==> src/pkg/dot_bit_deinterleave_regs.vh <==
// constants for the packed dot-product / deinterleave / pair-move / irq-disable datapath
// What this block does
// - low double dot writes signed pair
// - even result: low plus high products
// - odd result: crossed halfword products summed
// - saturation sets status one cycle later
// - status values 0300h, 10h or 20h
// - double dots take four cycles, both units
// - rounding adds 8000h, saturates, keeps upper half
// - even result low half, odd high
// - deinterleave even bits low, odd high
// - deinterleave is two-cycle multiply operation
// - irq disable saves enable, clears both
// - irq disable acts in its own cycle
// - irq disable unconditional single-cycle, no unit
// - pair move: src1 odd, src2 even
// - pair move completes in one cycle
// - single dot has 32 and 64-bit forms
// - single dot sums products, sign-extends pair
// - all 8000h inputs give 8000 0000h
`ifndef DOT_BIT_DEINTERLEAVE_REGS_VH
`define DOT_BIT_DEINTERLEAVE_REGS_VH
`define OP_W 3
`define OP_NONE 3'h0
`define OP_DDOT_LOW 3'h1
`define OP_DDOT_LOW_ROUND 3'h2
`define OP_BIT_DEINTERLEAVE 3'h3
`define OP_PAIR_MOVE 3'h4
`define OP_DOT_PAIR 3'h5
`define OP_IRQ_DISABLE 3'h6
`define DOT_FORM_32 5'h0C
`define DOT_FORM_64 5'h0B
`define CTRL_STAT_RESET 32'h00010100
`define CTRL_STAT_SAT_BIT 9
`define CTRL_STAT_IRQ_EN_BIT 0
`define CTRL_STAT_PREV_IRQ_EN_BIT 1
`define SAT_STAT_RESET 32'h00000000
`define SAT_STAT_SIDE_A_BIT 4
`define SAT_STAT_SIDE_B_BIT 5
`define TASK_STATE_RESET 32'h00000000
`define TASK_STATE_IRQ_EN_BIT 0
`define TASK_STATE_SAVED_IRQ_EN_BIT 1
`define REG_CTRL_STAT 2'h0
`define REG_SAT_STAT 2'h1
`define REG_TASK_STATE 2'h2
`define ROUND_CONST 34'h8000
`define MAX32 32'h7FFFFFFF
`define MIN32 32'h80000000
`define MAX16 16'h7FFF
`define MIN16 16'h8000
`define DOT_LAT 4
`define BIT_DEINTERLEAVE_LAT 2
`endif

==> src/hw/dot_sum.v <==
// one dot-product sum of two signed halfword products, full precision and saturation
`timescale 1ns/1ns
`include "dot_bit_deinterleave_regs.vh"
module dot_sum (
    input wire [15:0] a0,
    input wire [15:0] b0,
    input wire [15:0] a1,
    input wire [15:0] b1,
    input wire round,
    output wire [33:0] sum,
    output wire [31:0] sat_val,
    output wire sat
);
    wire signed [31:0] p0;
    wire signed [31:0] p1;
    wire signed [33:0] full;
    assign p0 = $signed(a0) * $signed(b0);
    assign p1 = $signed(a1) * $signed(b1);
    // 34 bits hold the sum plus the rounding term without wrap
    assign full = {{2{p0[31]}}, p0} + {{2{p1[31]}}, p1} + (round ? `ROUND_CONST : 34'h0);
    assign sum = full;
    assign sat = (full[33:31] != 3'h0) && (full[33:31] != 3'h7);
    assign sat_val = sat ? (full[33] ? `MIN32 : `MAX32) : full[31:0];
endmodule // dot_sum

==> src/hw/dot_bit_deinterleave_move_unit.v <==
// datapath for double/single dot products, deinterleave, pair move and irq disable
//
// The implementer's own choices: the strobed register port and the address map.
`timescale 1ns/1ns
`include "dot_bit_deinterleave_regs.vh"
module dot_bit_deinterleave_move_unit (
    input wire sys_clk,
    input wire rstn,
    input wire issue,
    input wire [2:0] op,
    input wire [4:0] dot_form,
    input wire side_b,
    input wire cond_ok,
    input wire [31:0] src1_e,
    input wire [31:0] src1_o,
    input wire [31:0] src2,
    input wire [1:0] reg_addr,
    input wire [31:0] reg_wdata,
    input wire reg_wr,
    input wire reg_rd,
    output reg [31:0] reg_rdata,
    output reg wr_e_valid,
    output reg [31:0] wr_e_data,
    output reg wr_o_valid,
    output reg [31:0] wr_o_data,
    output wire irq_enable,
    output wire irq_service_block
);
    reg rst_s1_r;
    reg rst_s2_r;
    wire rst_n;
    always @(posedge sys_clk or negedge rstn) begin
        if (!rstn) begin
            rst_s1_r <= 1'b0;
            rst_s2_r <= 1'b0;
        end else begin
            rst_s1_r <= 1'b1;
            rst_s2_r <= rst_s1_r;
        end
    end
    assign rst_n = rst_s2_r;

    reg [31:0] control_status_reg_r;
    reg [31:0] saturation_status_reg_r;
    reg [31:0] task_state_reg_r;

    // dot-product lane inputs chosen per instruction
    reg [15:0] e_a0, e_b0, e_a1, e_b1, o_a0, o_b0, o_a1, o_b1;
    reg rnd;
    always @* begin
        rnd = (op == `OP_DDOT_LOW_ROUND);
        e_a0 = src1_e[15:0];
        e_b0 = src2[15:0];
        e_a1 = src1_e[31:16];
        e_b1 = src2[31:16];
        o_a0 = src2[31:16];
        o_b0 = src1_o[15:0];
        o_a1 = src2[15:0];
        o_b1 = src1_e[31:16];
        if (op == `OP_DOT_PAIR) begin
            e_a0 = src1_e[15:0];
            e_b0 = src2[15:0];
            e_a1 = src1_e[31:16];
            e_b1 = src2[31:16];
        end
    end

    wire [33:0] e_sum;
    wire [33:0] o_sum;
    wire [31:0] e_sat_val;
    wire [31:0] o_sat_val;
    wire e_sat;
    wire o_sat;
    dot_sum u_even (
        .a0(e_a0), .b0(e_b0), .a1(e_a1), .b1(e_b1), .round(rnd),
        .sum(e_sum), .sat_val(e_sat_val), .sat(e_sat)
    );
    dot_sum u_odd (
        .a0(o_a0), .b0(o_b0), .a1(o_a1), .b1(o_b1), .round(rnd),
        .sum(o_sum), .sat_val(o_sat_val), .sat(o_sat)
    );

    // deinterleave: even bits to low half, odd bits to high half
    reg [31:0] bit_deinterleave_val;
    integer i;
    always @* begin
        bit_deinterleave_val = 32'h0;
        for (i = 0; i < 16; i = i + 1) begin
            bit_deinterleave_val[i] = src2[2 * i];
            bit_deinterleave_val[i + 16] = src2[2 * i + 1];
        end
    end

    // result formed at issue, then held in a short delay line
    reg [31:0] res_e;
    reg [31:0] res_o;
    reg res_we_e;
    reg res_we_o;
    reg res_sat;
    always @* begin
        res_e = 32'h0;
        res_o = 32'h0;
        res_we_e = 1'b0;
        res_we_o = 1'b0;
        res_sat = 1'b0;
        case (op)
            `OP_DDOT_LOW: begin
                res_e = e_sat_val;
                res_o = o_sat_val;
                res_we_e = 1'b1;
                res_we_o = 1'b1;
                res_sat = e_sat | o_sat;
            end
            `OP_DDOT_LOW_ROUND: begin
                // round, clamp, keep upper half: even low, odd high
                res_e = {o_sat_val[31:16], e_sat_val[31:16]};
                res_we_e = 1'b1;
                res_sat = e_sat | o_sat;
            end
            `OP_DOT_PAIR: begin
                // wraps mod 2^32: the all-8000h case reads 8000 0000h
                res_e = e_sum[31:0];
                res_o = {32{e_sum[33]}};
                res_we_e = cond_ok;
                res_we_o = cond_ok && (dot_form == `DOT_FORM_64);
                if (dot_form == `DOT_FORM_64 && e_sum[33:31] == 3'h1) begin
                    res_o = 32'h0;
                end
            end
            `OP_BIT_DEINTERLEAVE: begin
                res_e = bit_deinterleave_val;
                res_we_e = cond_ok;
            end
            default: begin
                res_e = 32'h0;
            end
        endcase
    end

    // stage k of the line holds an instruction issued k cycles ago
    reg [31:0] pe_r [1:`DOT_LAT];
    reg [31:0] po_r [1:`DOT_LAT];
    reg [`DOT_LAT:1] pwe_e_r;
    reg [`DOT_LAT:1] pwo_e_r;
    reg [`DOT_LAT:1] psat_r;
    reg [`DOT_LAT:1] pside_r;
    reg [`DOT_LAT:1] pdeal_r;
    wire is_dot;
    assign is_dot = (op == `OP_DDOT_LOW) || (op == `OP_DDOT_LOW_ROUND) || (op == `OP_DOT_PAIR);
    integer k;
    always @(posedge sys_clk or negedge rst_n) begin
        if (!rst_n) begin
            pwe_e_r <= {`DOT_LAT{1'b0}};
            pwo_e_r <= {`DOT_LAT{1'b0}};
            psat_r <= {`DOT_LAT{1'b0}};
            pside_r <= {`DOT_LAT{1'b0}};
            pdeal_r <= {`DOT_LAT{1'b0}};
            for (k = 1; k <= `DOT_LAT; k = k + 1) begin
                pe_r[k] <= 32'h0;
                po_r[k] <= 32'h0;
            end
        end else begin
            // stage 1 is E1: both latencies enter here
            pe_r[1] <= res_e;
            po_r[1] <= res_o;
            pwe_e_r[1] <= issue && (is_dot || op == `OP_BIT_DEINTERLEAVE) && res_we_e;
            pwo_e_r[1] <= issue && is_dot && res_we_o;
            psat_r[1] <= issue && res_sat;
            pside_r[1] <= side_b;
            pdeal_r[1] <= issue && (op == `OP_BIT_DEINTERLEAVE);
            for (k = 2; k <= `DOT_LAT; k = k + 1) begin
                pe_r[k] <= pe_r[k - 1];
                po_r[k] <= po_r[k - 1];
                pwe_e_r[k] <= pwe_e_r[k - 1] && !pdeal_r[k - 1];
                pwo_e_r[k] <= pwo_e_r[k - 1];
                psat_r[k] <= psat_r[k - 1];
                pside_r[k] <= pside_r[k - 1];
                pdeal_r[k] <= pdeal_r[k - 1];
            end
        end
    end

    // write port: one result per cycle; dot at E4, bit_deinterleave at E2, pair move next cycle
    wire pm_go;
    assign pm_go = issue && (op == `OP_PAIR_MOVE) && cond_ok;
    always @(posedge sys_clk or negedge rst_n) begin
        if (!rst_n) begin
            wr_e_valid <= 1'b0;
            wr_o_valid <= 1'b0;
            wr_e_data <= 32'h0;
            wr_o_data <= 32'h0;
        end else if (pm_go) begin
            wr_e_valid <= 1'b1;
            wr_o_valid <= 1'b1;
            wr_e_data <= src2;
            wr_o_data <= src1_e;
        end else if (pdeal_r[`BIT_DEINTERLEAVE_LAT - 1] && pwe_e_r[`BIT_DEINTERLEAVE_LAT - 1]) begin
            wr_e_valid <= 1'b1;
            wr_o_valid <= 1'b0;
            wr_e_data <= pe_r[`BIT_DEINTERLEAVE_LAT - 1];
            wr_o_data <= 32'h0;
        end else begin
            wr_e_valid <= pwe_e_r[`DOT_LAT - 1];
            wr_o_valid <= pwo_e_r[`DOT_LAT - 1];
            wr_e_data <= pe_r[`DOT_LAT - 1];
            wr_o_data <= po_r[`DOT_LAT - 1];
        end
    end

    // status registers: hardware sets win over software writes
    wire dis;
    assign dis = issue && (op == `OP_IRQ_DISABLE);
    wire sat_now;
    assign sat_now = psat_r[`DOT_LAT];
    always @(posedge sys_clk or negedge rst_n) begin
        if (!rst_n) begin
            control_status_reg_r <= `CTRL_STAT_RESET;
            saturation_status_reg_r <= `SAT_STAT_RESET;
            task_state_reg_r <= `TASK_STATE_RESET;
        end else begin
            if (reg_wr && reg_addr == `REG_CTRL_STAT) begin
                control_status_reg_r <= reg_wdata;
            end
            if (reg_wr && reg_addr == `REG_SAT_STAT) begin
                saturation_status_reg_r <= reg_wdata;
            end
            if (reg_wr && reg_addr == `REG_TASK_STATE) begin
                task_state_reg_r <= reg_wdata;
            end
            if (sat_now) begin
                control_status_reg_r[`CTRL_STAT_SAT_BIT] <= 1'b1;
                if (pside_r[`DOT_LAT]) begin
                    saturation_status_reg_r[`SAT_STAT_SIDE_B_BIT] <= 1'b1;
                end else begin
                    saturation_status_reg_r[`SAT_STAT_SIDE_A_BIT] <= 1'b1;
                end
            end
            if (dis) begin
                // task-state saved-enable bit takes the old enable, control-status previous-enable bit untouched; software keeps status writes out of this packet
                task_state_reg_r[`TASK_STATE_SAVED_IRQ_EN_BIT] <=
                    task_state_reg_r[`TASK_STATE_IRQ_EN_BIT];
                task_state_reg_r[`TASK_STATE_IRQ_EN_BIT] <= 1'b0;
                control_status_reg_r[`CTRL_STAT_IRQ_EN_BIT] <= 1'b0;
            end
        end
    end

    // enable drops in the disable cycle itself, not a cycle later
    assign irq_enable = control_status_reg_r[`CTRL_STAT_IRQ_EN_BIT] && !dis;
    assign irq_service_block = dis;

    always @(posedge sys_clk or negedge rst_n) begin
        if (!rst_n) begin
            reg_rdata <= 32'h0;
        end else if (reg_rd) begin
            case (reg_addr)
                `REG_CTRL_STAT: reg_rdata <= control_status_reg_r;
                `REG_SAT_STAT: reg_rdata <= saturation_status_reg_r;
                `REG_TASK_STATE: reg_rdata <= task_state_reg_r;
                default: reg_rdata <= 32'h0;
            endcase
        end else begin
            reg_rdata <= 32'h0;
        end
    end
endmodule // dot_bit_deinterleave_move_unit

==> config.mk <==
export PLATFORM = sky130hd
export DESIGN_NAME = dot_bit_deinterleave_move_unit
export DESIGN_NICKNAME = d
export VERILOG_FILES = /design/src/hw/dot_sum.v /design/src/hw/dot_bit_deinterleave_move_unit.v
export VERILOG_INCLUDE_DIRS = /design/src /design/src/pkg
export SDC_FILE = /design/constraint.sdc
export NUM_CORES = 2
export LEC_CHECK = 0
export ABC_AREA = 1
export BUFFER_PORTS_ARGS = -buffer_cell sky130_fd_sc_hd__buf_2
export CAP_MARGIN = 20
export CORE_ASPECT_RATIO = 0.75
export CORE_MARGIN = 4
export CORE_UTILIZATION = 55
export DETAILED_ROUTE_END_ITERATION = 8
export GPL_TIMING_DRIVEN = 0
export PLACE_DENSITY = 0.79
export SLEW_MARGIN = 20
export SYNTH_ARGS = -nofsm -noshare
export SYNTH_HDL_FRONTEND = slang
export SYNTH_HIERARCHICAL = 1
export SYNTH_SLANG_ARGS = --single-unit
==> constraint.sdc <==
create_clock -name sys_clk -period 18.99 [get_ports sys_clk]
set_input_delay 0.9495 -clock sys_clk [delete_from_list [all_inputs] [get_ports sys_clk]]
set_output_delay 0.9495 -clock sys_clk [all_outputs]
set_load 0.1 [all_outputs]
==> results.sh <==
export IMPL_hold_viol_final=0
export IMPL_gp_congestion=1.060
export IMPL_die_height_um=292.1
export IMPL_dp_hpwl_um=173300
export IMPL_worst_path_stages=37
export IMPL_grt_pass1_wl_um=306000
export IMPL_worstReg2RegEnd="po_r[88]"
export IMPL_fin_crit_ps=11020
export IMPL_worst_setup_path_start_kind="input port"
export IMPL_rsz0062_at_grt="false"
export IMPL_syn_area_um2=59190
export IMPL_yosysWarnings=6
export IMPL_grt_max_degree=62
export IMPL_skew_ps=22.81
export IMPL_fmax_ghz=0.09077
export IMPL_crit_required_ps=19440
export IMPL_viasPerCell=5.293
export IMPL_grt_overflow_total=0
export IMPL_worstPathMaxFanout=10
export IMPL_place_area_um2=62230
export IMPL_h_tree_depth=2
export IMPL_hold_path_class="input port to asynchronous set/reset pin"
export IMPL_clk_latency_ps=600
export IMPL_vias=47410
export IMPL_syn_area_per_cell_um2=8.179
export IMPL_cts_hold_buf=0
export IMPL_cts_buffer_depth=3
export IMPL_ioPinCount=245
export IMPL_fin_area_um2=63590
export IMPL_wl_um=202400
export IMPL_syn_nets=8852
export IMPL_port_buffers=212
export IMPL_ff2ff_setup_slack_ps=16420
export IMPL_clkSlewWorstSetupHoldPaths_ps=60
export IMPL_drt_initial_drc_count=5157
export IMPL_r2r_start="rst_n"
export IMPL_path_common_cell="nand2_1"
export IMPL_route_detailed_wl_per_inst_um=22.60
export IMPL_cts_buffers=41
export IMPL_ant_nets=0
export IMPL_crit_start="src2[17]"
export IMPL_maxSlewViolCount=0
export IMPL_finalSetupViolations=0
export IMPL_crit_path_end_kind="flop"
export IMPL_drt_first_pass_iters=6
export IMPL_finalCoreUtilization=0.5996
export IMPL_cp_slowest_cell="fa_1"
export IMPL_slowest_delay_ps=750
export IMPL_die_w_um=386.8
export IMPL_critPathTopFamily="adder cells"
export IMPL_core_um2=106100
export IMPL_status="finished clean"
export IMPL_cts_tree="yes"
export IMPL_root_buffer="clkbuf_16"
export IMPL_critical_path_class="input port to flop"
export IMPL_die_area_um2=113000
export IMPL_worst_pin_slew_ps=1092
export IMPL_drc=0
export IMPL_endpoint="pe_r[105]"
export IMPL_grt_total_usage=0.3664
export IMPL_synthCells=7237
export IMPL_fp_row_count=103
export IMPL_cts_resized=0
export IMPL_cts_setup_buffers=0
export IMPL_critPathArrivalTime_ps=11470
export IMPL_antenna_found_initial=8
export IMPL_area_growth_pct=7.443
export IMPL_period_share=0.5801
export IMPL_r2r_cells=7
export IMPL_relSlewSlack=0.2640
export IMPL_drive_gt1_frac=0.06639
export IMPL_crit_buf_inv=9
export IMPL_nNetsFinal=9115
export IMPL_first_global_vias=47910
export IMPL_numClockSinks=404
export IMPL_cap_violations=0
export IMPL_hold_ws_ps=120.7
export IMPL_start_util=0.5580
export IMPL_fin_tns_setup_ps=0
-- routing by layer --
| layer | GRT usage | up-vias | wire [um] |
|---|---|---|---|
| li1 | - | 20820 | - |
| met2 | 0.4719 | 2594 | 76750 |
| met4 | 0.06615 | 10 | 4219 |
| met1 | 0.5613 | 23750 | 88960 |
| met3 | 0.1749 | 228 | 32320 |
| met5 | 0.004132 | - | 172 |
-- layout by cell type (no fill, tap or decap), types with 3 or more instances in the layout --
cell and count:
ha_1 302, clkinv_2 7, diode_2 8, clkbuf_8 6, nor3_2 3, buf_4 10
o21ai_0 86, o21ai_1 76, nor3_1 11, nor2_2 27, o21bai_1 4, a21oi_1 37
nand3_2 7, buf_1 9, inv_2 16, xor2_1 46, clkbuf_1 231, fa_1 1168
clkbuf_16 42, xnor2_1 21, nand4_1 66, nor2_4 8, or2_2 38, inv_1 2103
buf_6 17, nor2_1 128, clkinvlp_4 3, nand3_1 190, buf_2 254, clkinv_4 3
nand2_2 29, nand2_1 2129, nand3b_1 7, buf_16 6, and2_1 9, dfrtp_1 401
inv_6 3
-- area by class of cell --
cell class	count	area [um2]
Clock buffer	55	1160
Buffer	303	1356
Antenna cell	8	20.02
Multi-Input combinational cell	4409	39760
Clock inverter	19	181.4
Timing Repair Buffer	220	1266
Tap cell	1417	1773
Sequential cell	404	10120
Inverter	2121	7961
Fill cell	9545	42470
-- worst min path at each step --
stage	to	depth (start not counted)	slack, ps	startpoint
after global placement	pe_r[35]	0	330	pe_r[67]
after detailed placement	wr_e_data[11]	0	180	rst_n
after CTS	rst_n	1	100	rstn
final	rst_n	1	120	rstn
after floorplan	pe_r[32]	0	330	pe_r[64]
after global routing	rst_n	1	100	rstn
-- sequential cells by signal, summed over array words and instances, names as in the netlist, 3 cells and up --
name                     flops
control_status_reg_r        32
psat_r                       4
wr_o_data                   32
wr_e_data                   32
pwe_e_r                      3
reg_rdata                   32
po_r                        96
pside_r                      4
task_state_reg_r            32
pwo_e_r                      3
saturation_status_reg_r     32
pe_r                        96
-- metrics by stage --
step | setup WS, ps | cells
detailed placement | 7984 | 8874
CTS | 8535 | 8948
global placement | 2850 | 8866
finish | 7974 | 8956
global route | 7825 | 8948
floorplan | 6900 | 7237
Power is not shown: default switching activity piles up to over one toggle a cycle in this logic, so the estimate is an artifact.
